**config.mk**
```make
export PLATFORM = sky130hd
export DESIGN_NAME = lrdc_core
export DESIGN_NICKNAME = d
export VERILOG_FILES = /design/src/shared/lrdc_pkg.sv /design/src/core/lrdc_result_pack.sv /design/src/core/lrdc_core.sv
export SDC_FILE = /design/constraint.sdc
export NUM_CORES = 1
export LEC_CHECK = 0
export BUFFER_PORTS_ARGS = -buffer_cell sky130_fd_sc_hd__buf_4
export CAP_MARGIN = 20
export CORE_ASPECT_RATIO = 0.75
export CORE_MARGIN = 3
export CORE_UTILIZATION = 60
export DETAILED_ROUTE_END_ITERATION = 7
export PLACE_DENSITY = 0.86
export SYNTH_ARGS = -nofsm -noshare
export SYNTH_HDL_FRONTEND = slang
export SYNTH_SLANG_ARGS = --single-unit
```
**constraint.sdc**
```tcl
create_clock -name clock -period 9.75 [get_ports clock]
set_input_delay 0.975 -clock clock [delete_from_list [all_inputs] [get_ports clock]]
set_output_delay 0.975 -clock clock [all_outputs]
set_load 0.05 [all_outputs]
```
**src/shared/lrdc_pkg.sv**
```systemverilog
// constants shared by the light result decode and configuration block
// Overview of operation
// - Exponent code 0 means 40.95 lux full scale at 0.01 lux per count, and each code up to 11 doubles both values, ending at 83865.60 lux and 20.48 lux per count.
// - A result word carries the exponent in bits 15:12 and the unsigned 12-bit count in bits 11:0.
// - With the exponent mask set and a manual range below 12 programmed, the reported exponent is zero.
// - A configuration write during a conversion abandons that conversion at once.
// - After such a write a fresh conversion starts if the new settings ask for one, otherwise the block stays idle.
// - The 16-bit configuration register sits at address 01h and resets to C810h.
// - Configuration bits 15:9 and 4:0 are writable, bits 8:5 are read-only and ignore writes.
// - Range code 12 selects the range automatically and the chosen range is reported as the exponent; codes 13 to 15 are reserved.
// - Mode 00 is shutdown, 01 a single conversion, 10 and 11 continuous conversions.
package lrdc_pkg;

  // ****************************************************************
  // register map
  // ****************************************************************
  localparam logic [7:0]  ADDR_RESULT  = 8'h00;
  localparam logic [7:0]  ADDR_CONFIG  = 8'h01;
  localparam logic [15:0] CONFIG_RESET = 16'hc810;
  localparam logic [15:0] CONFIG_WMASK = 16'hfe1f;
  localparam logic [15:0] RESULT_RESET = 16'h0000;

  // ****************************************************************
  // configuration fields
  // ****************************************************************
  localparam int RANGE_LSB = 12;
  localparam int ITIME_BIT = 11;
  localparam int MODE_LSB  = 9;
  localparam int OVR_BIT   = 8;
  localparam int DONE_BIT  = 7;
  localparam int EMASK_BIT = 2;

  localparam logic [3:0] RANGE_AUTO  = 4'hc;
  localparam logic [3:0] EXP_MAX     = 4'hb;
  localparam logic [1:0] MODE_OFF    = 2'h0;
  localparam logic [1:0] MODE_SINGLE = 2'h1;

  // ****************************************************************
  // data widths and scale
  // ****************************************************************
  localparam int MANT_W = 12;
  localparam int RAW_W  = 23;
  localparam logic [11:0] MANT_FULL = 12'hfff;
  // weights in hundredths of a lux: 0.01 at code 0, 40.95 full scale
  localparam int LSB0_CENTILUX = 1;
  localparam int FS0_CENTILUX  = 4095;
  localparam int TOP_CENTILUX  = 8386560;

  // ****************************************************************
  // timing
  // ****************************************************************
  localparam int CLK_HZ      = 25000000;
  localparam int SHORT_MS    = 100;
  localparam int LONG_MS     = 800;
  localparam int CYC_PER_MS  = CLK_HZ / 1000;
  localparam int SHORT_CYC   = SHORT_MS * CYC_PER_MS;
  localparam int LONG_CYC    = LONG_MS * CYC_PER_MS;
  localparam int CNT_W       = 25;

  typedef enum logic [0:0] {
    ST_IDLE = 1'b0,
    ST_CONV = 1'b1
  } lrdc_state_t;

  // smallest exponent whose range holds the raw value, capped at the top
  function automatic logic [3:0] lrdc_fit_exp(input logic [RAW_W-1:0] raw);
    logic [3:0] e;
    e = EXP_MAX;
    for (int i = 11; i >= 0; i--) begin
      if ((raw >> i) <= RAW_W'(FS0_CENTILUX)) begin
        e = 4'(i);
      end
    end
    return e;
  endfunction : lrdc_fit_exp

endpackage : lrdc_pkg

```
**src/core/lrdc_result_pack.sv**
```systemverilog
// packs a raw light value into the exponent and mantissa result word
module lrdc_result_pack (
  input  wire logic [22:0] raw,
  input  wire logic [3:0]  range_select,
  input  wire logic        exponent_mask_bit,
  output logic      [15:0] word,
  output logic             overrange_flag
);

  logic        auto_mode;
  logic [3:0]  exp_sel;
  logic [22:0] shifted;
  logic [11:0] mant;

  always_comb begin
    // reserved codes above the auto code also pick the range themselves
    auto_mode = (range_select >= lrdc_pkg::RANGE_AUTO);
    exp_sel = auto_mode ? lrdc_pkg::lrdc_fit_exp(raw)
            : ((range_select > lrdc_pkg::EXP_MAX) ? lrdc_pkg::EXP_MAX
                                                  : range_select);
    shifted = raw >> exp_sel;
    if (shifted > 23'(lrdc_pkg::MANT_FULL)) begin
      mant           = lrdc_pkg::MANT_FULL;
      overrange_flag = 1'b1;
    end else begin
      mant           = shifted[11:0];
      overrange_flag = 1'b0;
    end
    word = {(exponent_mask_bit && !auto_mode) ? 4'h0 : exp_sel, mant};
  end

endmodule : lrdc_result_pack

```
**src/core/lrdc_core.sv**
```systemverilog
// conversion sequencer and register file of the light result block
module lrdc_core #(
  parameter int SHORT_CYC = lrdc_pkg::SHORT_CYC,
  parameter int LONG_CYC  = lrdc_pkg::LONG_CYC
) (
  input  wire logic        clock,
  input  wire logic        nrst,
  input  wire logic [7:0]  reg_addr,
  input  wire logic        reg_wr,
  input  wire logic [15:0] reg_wdata,
  input  wire logic        reg_rd,
  output logic      [15:0] reg_rdata_q,
  input  wire logic [22:0] light_raw,
  output logic             converting_q,
  output logic             conv_done_q,
  output logic      [15:0] result_q
);

  localparam int W = lrdc_pkg::CNT_W;
  localparam int RL = lrdc_pkg::RANGE_LSB;
  localparam int ML = lrdc_pkg::MODE_LSB;

  // ****************************************************************
  // state
  // ****************************************************************
  lrdc_pkg::lrdc_state_t state_q, state_d;
  logic [15:0]  cfg_q, cfg_d;
  logic [15:0]  result_d;
  logic [15:0]  reg_rdata_d;
  logic [W-1:0] cnt_q, cnt_d;
  logic         conv_done_d;

  logic         wr_cfg;
  logic         rd_cfg;
  logic         cnt_end;
  logic         done_take;
  logic [15:0]  packed_word;
  logic         packed_ovr;
  logic [15:0]  cfg_wr_val;

  function automatic logic [W-1:0] conv_load(input logic long_time);
    return long_time ? W'(LONG_CYC - 1) : W'(SHORT_CYC - 1);
  endfunction : conv_load

  lrdc_result_pack u_pack (
    .raw               (light_raw),
    .range_select      (cfg_q[RL+3:RL]),
    .exponent_mask_bit (cfg_q[lrdc_pkg::EMASK_BIT]),
    .word              (packed_word),
    .overrange_flag    (packed_ovr)
  );

  // ****************************************************************
  // next state
  // ****************************************************************
  always_comb begin
    wr_cfg     = reg_wr && (reg_addr == lrdc_pkg::ADDR_CONFIG);
    rd_cfg     = reg_rd && (reg_addr == lrdc_pkg::ADDR_CONFIG);
    cnt_end    = (state_q == lrdc_pkg::ST_CONV) && (cnt_q == '0);
    done_take  = cnt_end && !wr_cfg;
    cfg_wr_val = (reg_wdata & lrdc_pkg::CONFIG_WMASK)
               | (cfg_q & ~lrdc_pkg::CONFIG_WMASK);
    state_d     = state_q;
    cfg_d       = cfg_q;
    cnt_d       = cnt_q;
    result_d    = result_q;
    conv_done_d = done_take;
    // flag clears when software reads it; a new result in the same cycle wins
    if (rd_cfg) begin
      cfg_d[lrdc_pkg::DONE_BIT] = 1'b0;
    end
    if (wr_cfg) begin
      cfg_d[15:9] = cfg_wr_val[15:9];
      cfg_d[4:0]  = cfg_wr_val[4:0];
      if (cfg_wr_val[ML+1:ML] != lrdc_pkg::MODE_OFF) begin
        state_d = lrdc_pkg::ST_CONV;
        cnt_d   = conv_load(cfg_wr_val[lrdc_pkg::ITIME_BIT]);
      end else begin
        state_d = lrdc_pkg::ST_IDLE;
        cnt_d   = '0;
      end
    end else if (done_take) begin
      result_d                 = packed_word;
      cfg_d[lrdc_pkg::OVR_BIT] = packed_ovr;
      cfg_d[lrdc_pkg::DONE_BIT] = 1'b1;
      if (cfg_q[ML+1:ML] == lrdc_pkg::MODE_SINGLE) begin
        cfg_d[ML+1:ML] = lrdc_pkg::MODE_OFF;
        state_d        = lrdc_pkg::ST_IDLE;
      end else begin
        cnt_d = conv_load(cfg_q[lrdc_pkg::ITIME_BIT]);
      end
    end else if (state_q == lrdc_pkg::ST_CONV) begin
      cnt_d = cnt_q - W'(1);
    end
    reg_rdata_d = reg_rdata_q;
    if (reg_rd) begin
      case (reg_addr)
        lrdc_pkg::ADDR_RESULT: reg_rdata_d = result_q;
        lrdc_pkg::ADDR_CONFIG: reg_rdata_d = cfg_q;
        default:               reg_rdata_d = 16'h0000;
      endcase
    end
  end

  // ****************************************************************
  // registers
  // ****************************************************************
  always_ff @(posedge clock) begin
    if (!nrst) begin
      state_q      <= lrdc_pkg::ST_IDLE;
      cfg_q        <= lrdc_pkg::CONFIG_RESET;
      cnt_q        <= '0;
      result_q     <= lrdc_pkg::RESULT_RESET;
      reg_rdata_q  <= 16'h0000;
      conv_done_q  <= 1'b0;
      converting_q <= 1'b0;
    end else begin
      state_q      <= state_d;
      cfg_q        <= cfg_d;
      cnt_q        <= cnt_d;
      result_q     <= result_d;
      reg_rdata_q  <= reg_rdata_d;
      conv_done_q  <= conv_done_d;
      converting_q <= (state_d == lrdc_pkg::ST_CONV);
    end
  end
endmodule : lrdc_core

```
After elaboration in Yosys (flattened, before gate mapping)
Cells that the tools add are included.
{"block": "totals", "out_inout_bits": 34, "register_bits": 73, "inputBits": 51}
{"block": "classes", "reduce_logical": 16, "n_addsub": 1, "n_lt_le_gt_ge": 14, "bitwise_logic": 2, "shifts": 1, "n_mux": 33, "eq_ne": 3}
{"operator": "2-to-1 mux 25 bit", "n": 7}
{"operator": "2-to-1 mux 4 bit", "n": 14}
{"operator": "case mux 16 bit (2 select lines)", "n": 1}
{"operator": "logical NOT 25 bit", "n": 1}
{"operator": "subtractor 25 x 1 -> 25 bit (second input constant)", "n": 1}
{"operator": "greater-than comparator 23 x 12 -> 1 bit (second input constant)", "n": 1}
{"operator": "less-or-equal comparator 23 x 12 -> 1 bit (second input constant)", "n": 1}
{"operator": "right shift 23 x 4 -> 23 bit", "n": 1}
{"operator": "less-or-equal comparator 22 x 12 -> 1 bit (second input constant)", "n": 1}
{"operator": "less-or-equal comparator 21 x 12 -> 1 bit (second input constant)", "n": 1}
{"operator": "less-or-equal comparator 20 x 12 -> 1 bit (second input constant)", "n": 1}
{"operator": "less-or-equal comparator 19 x 12 -> 1 bit (second input constant)", "n": 1}
{"operator": "less-or-equal comparator 18 x 12 -> 1 bit (second input constant)", "n": 1}
{"operator": "less-or-equal comparator 17 x 12 -> 1 bit (second input constant)", "n": 1}
{"operator": "less-or-equal comparator 16 x 12 -> 1 bit (second input constant)", "n": 1}
{"operator": "OR 16 x 9 -> 16 bit", "n": 1}
{"operator": "less-or-equal comparator 15 x 12 -> 1 bit (second input constant)", "n": 1}
{"operator": "less-or-equal comparator 14 x 12 -> 1 bit (second input constant)", "n": 1}
{"operator": "less-or-equal comparator 13 x 12 -> 1 bit (second input constant)", "n": 1}
{"operator": "2-to-1 mux 12 bit", "n": 1}
{"operator": "== test 8 x 1 -> 1 bit (second input constant)", "n": 1}
{"operator": "logical NOT 8 bit", "n": 1}
{"operator": "2-to-1 mux 1 bit", "n": 8}
{"operator": "AND reduction 2 bit", "n": 3}
{"operator": "10 further kinds", "n": 18}

Depth between registers and ports, before layout
{"block": "depth", "word_depth": 18, "depth_mapped": 11}

Cells and area by module
Synthesis repeated with hierarchy kept, for this count alone.
{"block": "hier_totals", "cells_unflattened": 637, "area_unflattened_um2": 4901.0}
{"module": "lrdc_core", "area_per_inst_um2": 3533.4, "cells_per_inst": 447, "n_inst": 1}
{"module": "lrdc_result_pack", "area_per_inst_um2": 1367.6, "cells_per_inst": 190, "n_inst": 1}

Worst setup path before layout
No wires, ideal clock.
{"block": "synth_timing", "kind": "input-to-reg", "start": "in light_raw[20]", "end": "reg result_q[5]", "arrival_time_ns": 3.805, "cell_stages": 10, "setup_slack_ns": 5.803, "setup_time_ns": 0.142, "cell_sequence": "buf_2 or3b_2 a31oi_2 o31a_1 clkbuf_1 mux2_2 a2111oi_0 a32oi_1 nor4_4 a211oi_1"}
{"block": "synth_via", "elab_chain_len": 16, "word_cells_on_any_way": 26}
{"item": "start, declared", "line": "lrdc_core.sv:13", "text": "input wire logic [22:0] light_raw,"}
{"item": "less-or-equal comparator 13 x 12 -> 1 bit", "line": "lrdc_pkg.sv:70", "text": "if ((raw >> i) <= RAW_W'(FS0_CENTILUX)) begin"}
{"item": "2-to-1 mux 1 bit", "line": "lrdc_pkg.sv:70"}
{"item": "2-to-1 mux 4 bit (10 in series)", "line": "lrdc_pkg.sv:70"}
{"item": "2-to-1 mux 4 bit", "line": "lrdc_result_pack.sv:18", "text": "exp_sel = auto_mode ? lrdc_pkg::lrdc_fit_exp(raw)"}
{"item": "right shift 23 x 4 -> 23 bit (*)", "line": "lrdc_result_pack.sv:21", "text": "shifted = raw >> exp_sel;"}
{"item": "greater-than comparator 23 x 12 -> 1 bit", "line": "lrdc_result_pack.sv:22", "text": "if (shifted > 23'(lrdc_pkg::MANT_FULL)) begin"}
{"item": "2-to-1 mux 12 bit (*)", "line": "lrdc_result_pack.sv:22"}
{"item": "end signal, assigned", "line": "lrdc_core.sv:113", "text": "result_q <= lrdc_pkg::RESULT_RESET;"}
{"item": "end signal, assigned", "line": "lrdc_core.sv:121", "text": "result_q <= result_d;"}
{"item": "end, declared", "line": "lrdc_core.sv:16", "text": "output logic [15:0] result_q"}
Every way passes the cells marked *; elsewhere a longest branch is shown, timed or not.
A chain may end at the register's enable or synchronous reset.

Worst setup path in the final report
{"block": "layout_timing", "start": "in light_raw[21]", "end": "reg result_q[5]"}
Same word-level chain as after synthesis.

==> qor.yml <==
finalNetCount: 698
die_area_sq_um: 8470
arrival_ns: 4.29
die_y_um: 80.5
tns_ns: 0
crit_required_ns: 9.94
cts-root-buf: "clkbuf_8"
finalMaxSlewViolations: 0
diodes: 0
status: "finished, final reports clean"
maxCapViolations: 0
clock_path_buffers: 2
drt_first_pass_iters: 6
finalCritPeriodShare_pct: 42.1
critical_path.max_fanout: 15
grt_max_degree: 38
dpl-instance-area_sq_um: 5060
crit_start: "light_raw[21]"
p_leak_nw: 2.18
grt_overflow: 0
cpPeakStageDelay_ns: 0.69
fmax_ghz: 0.244
synth_edf_count: 0
crit_buf_inv: 1
syn_area_sq_um: 4440
seq_area_frac_synth_pct: 32.9
io_buffer_count: 80
antenna_found_initial: 0
drive_gt1_share_pct: 20.0
cpMaxStageDelayCell: "o31a_1"
grt_setup_unrepaired: "false"
viasPerCell: 6.57
irDropWorstVdd_uv: 115
min_from: "cfg_q[4]"
syn_inst: 588
powerDensity_nw_per_um2: 131
ant_nets: 0
cts.htree.levels: 3
setup_violations: 0
clock-sinks: 73
cts_setup_buffers: 0
mostFrequentLayoutCells: "buf_4 (86), nor2_1 (74), dfxtp_1 (73)"
synthArstFlopShare_pct: 0
cts_tree: "built"
startpoint_type: "input port"
p_sw_w: 0.000172
cts_resized: 0
worstSetupEndpointType: "flop"
path_delay_family: "simple AND/OR/NAND/NOR gates"
start_util_pct: 63.4
p_clk_share_pct: 42.2
hold_viol_final: 0
ys_warn_count: 0
ys_seq_elements: 73
insertion_delay_ns: 0.34
die_width_um: 105
yosysUniqueCellTypes: 68
p_int_w: 0.000523
gp_congestion: 0.971
hold_class: "flop to flop"
period_needed_ns: 4.10
via_count: 4913
cts.clk_slew.worst_paths_ns: 0.08
final_area_sq_um: 5310
drt_wl_total_um: 13400
core-area_sq_um: 6990
fillers: 550
crit_chain: "buf_4, or4_4, nor4b_2, o31a_1, nor3_1, a211oi_1, a32oi_1, nor4_4, a211oi_1"
switching_share_pct: 24.7
worst-setup-path-type: "input port to flop"
grt.total_usage_pct: 31.6
drc_errors: 0
grt_pass1_wl_um: 21800
synth_ff_type: "dfxtp_1"
drtIter0Drc: 492
tightest_slew_ns: 0.893
synth_nets: 640
synth_top_area_cell: "dfxtp_1"
finClkSkew_ns: 0.00997
rows: 26
wire_per_inst_um: 17.9
cts_buffers: 9
ios: 85
cp_common_cell: "a211oi_1"
combPwrFrac_pct: 14.8
grt_pass1_vias: 4453
synth_area_leaders: "dfxtp_1 (33%), a21oi_1 (8.1%), mux2i_1 (7.0%)"
area_delta_synth_final_pct: 19.7
syn_avg_cell_area_sq_um: 7.54
relSlewSlack_pct: 39.9
seqPwrFrac_pct: 43.1
crit-reg2reg-launch: "cnt_q[0]"
postCtsHoldBufs: 0
hpwl_um: 9720
final_common_cell: "buf_4"
synth_top_area_share_pct: 32.9
==> per-stage QoR <==
step           instances  total power [W]  worst slack (ns)  hold WS [ns]  util, %
2_1_floorplan        588         0.000372              5.80         0.436        -
3_5_place_dp         733         0.000405              5.43         0.464     72.3
5_1_grt              748         0.000717              5.45         0.503     75.9
6_report             748         0.000696              5.65         0.471     75.9
3_3_place_gp         733         0.000404              5.50         0.443     72.3
4_1_cts              748         0.000693              5.77         0.475     75.9
==> cell type report <==
class                      instances  area [sq um]  share of cell area [%]
clock inverter                     4          98.8                    1.86
tap                               98           123                    2.31
sequential                        73          1460                    27.5
clock buffer                      11           151                    2.85
inverter                          17          63.8                    1.20
timing repair buffer              86           646                    12.2
multi-input combinational        459          2760                    52.1
==> routing by layer <==
metal / share of wire (%) / vias to the layer above / global-route usage, %
met1: 46 / 2288 / 45.7
li1: - / 2285 / -
met2: 41 / 323 / 46.5
met4: 1.1 / 0 / 8.39
met3: 11 / 17 / 8.03
met5: 0 / - / 0
==> flip-flops by register name (all words and copies together), names as in the netlist <==
signal / cells
cfg_q: 14
state_q: 1
result_q: 16
conv_done_q: 1
cnt_q: 25
reg_rdata_q: 16
==> cells in the mapped netlist, types with 3 or more instances <==
cell type	count
a21oi_1	72
a221oi_1	3
a22oi_1	7
a31oi_1	9
and2_1	6
and3_1	3
buf_2	3
clkbuf_1	33
dfxtp_1	73
inv_1	16
mux2_2	4
mux2i_1	31
nand2_1	66
nand2b_1	3
nand3_1	18
nor2_1	74
nor3_1	14
nor4_1	9
o211ai_1	4
o21ai_0	33
o221a_2	6
o221ai_1	12
o22ai_1	11
o31ai_1	7
or2_2	3
or3_1	8
xnor2_1	4
==> cells by family (layout without fill, tap and decap cells) <==
logic type,count (synthesis),count (layout),share of synthesized area (%)
compound gates,193,193,28.0
xor+xnor,5,5,0.987
fa+ha+maj,1,1,0.282
buf+inv,56,118,4.85
flops,73,73,32.9
mux,35,35,8.01
simple gates,225,225,25.0
==> power by group through the flow <==
stage	clock network [W]	registers (W)	logic [W]
after floorplan	0	0.000307	0.0000647
after global placement	0	0.000306	0.0000971
after detailed placement	0	0.000307	0.0000981
after CTS	0.000294	0.000300	0.0000989
after global routing	0.000307	0.000300	0.000110
final	0.000293	0.000300	0.000103
==> worst reg2reg max path: cells and delay by family (launching register included) <==
| kind | cells | cell delay [ns] |
|---|---|---|
| flip-flops | 1 | 0.35 |
| AO/OA/AOI/OAI | 2 | 0.44 |
| buffers and inverters | 1 | 0.07 |
| AND/OR/NAND/NOR | 6 | 2.58 |
| adder cells (fa/ha/maj) | 1 | 0.23 |
==> path summary, 6_finish.rpt <==
| kind | to | slack, ns | cells past startpoint |
|---|---|---|---|
| setup reg to reg | result_q[5] | 5.93 | 10 |
| hold reg to reg | cfg_q[4] | 0.47 | 2 |
| setup / recovery | result_q[5] | 5.65 | 9 |
| hold / removal | cfg_q[4] | 0.47 | 2 |
(Power assumes the default switching activity.)
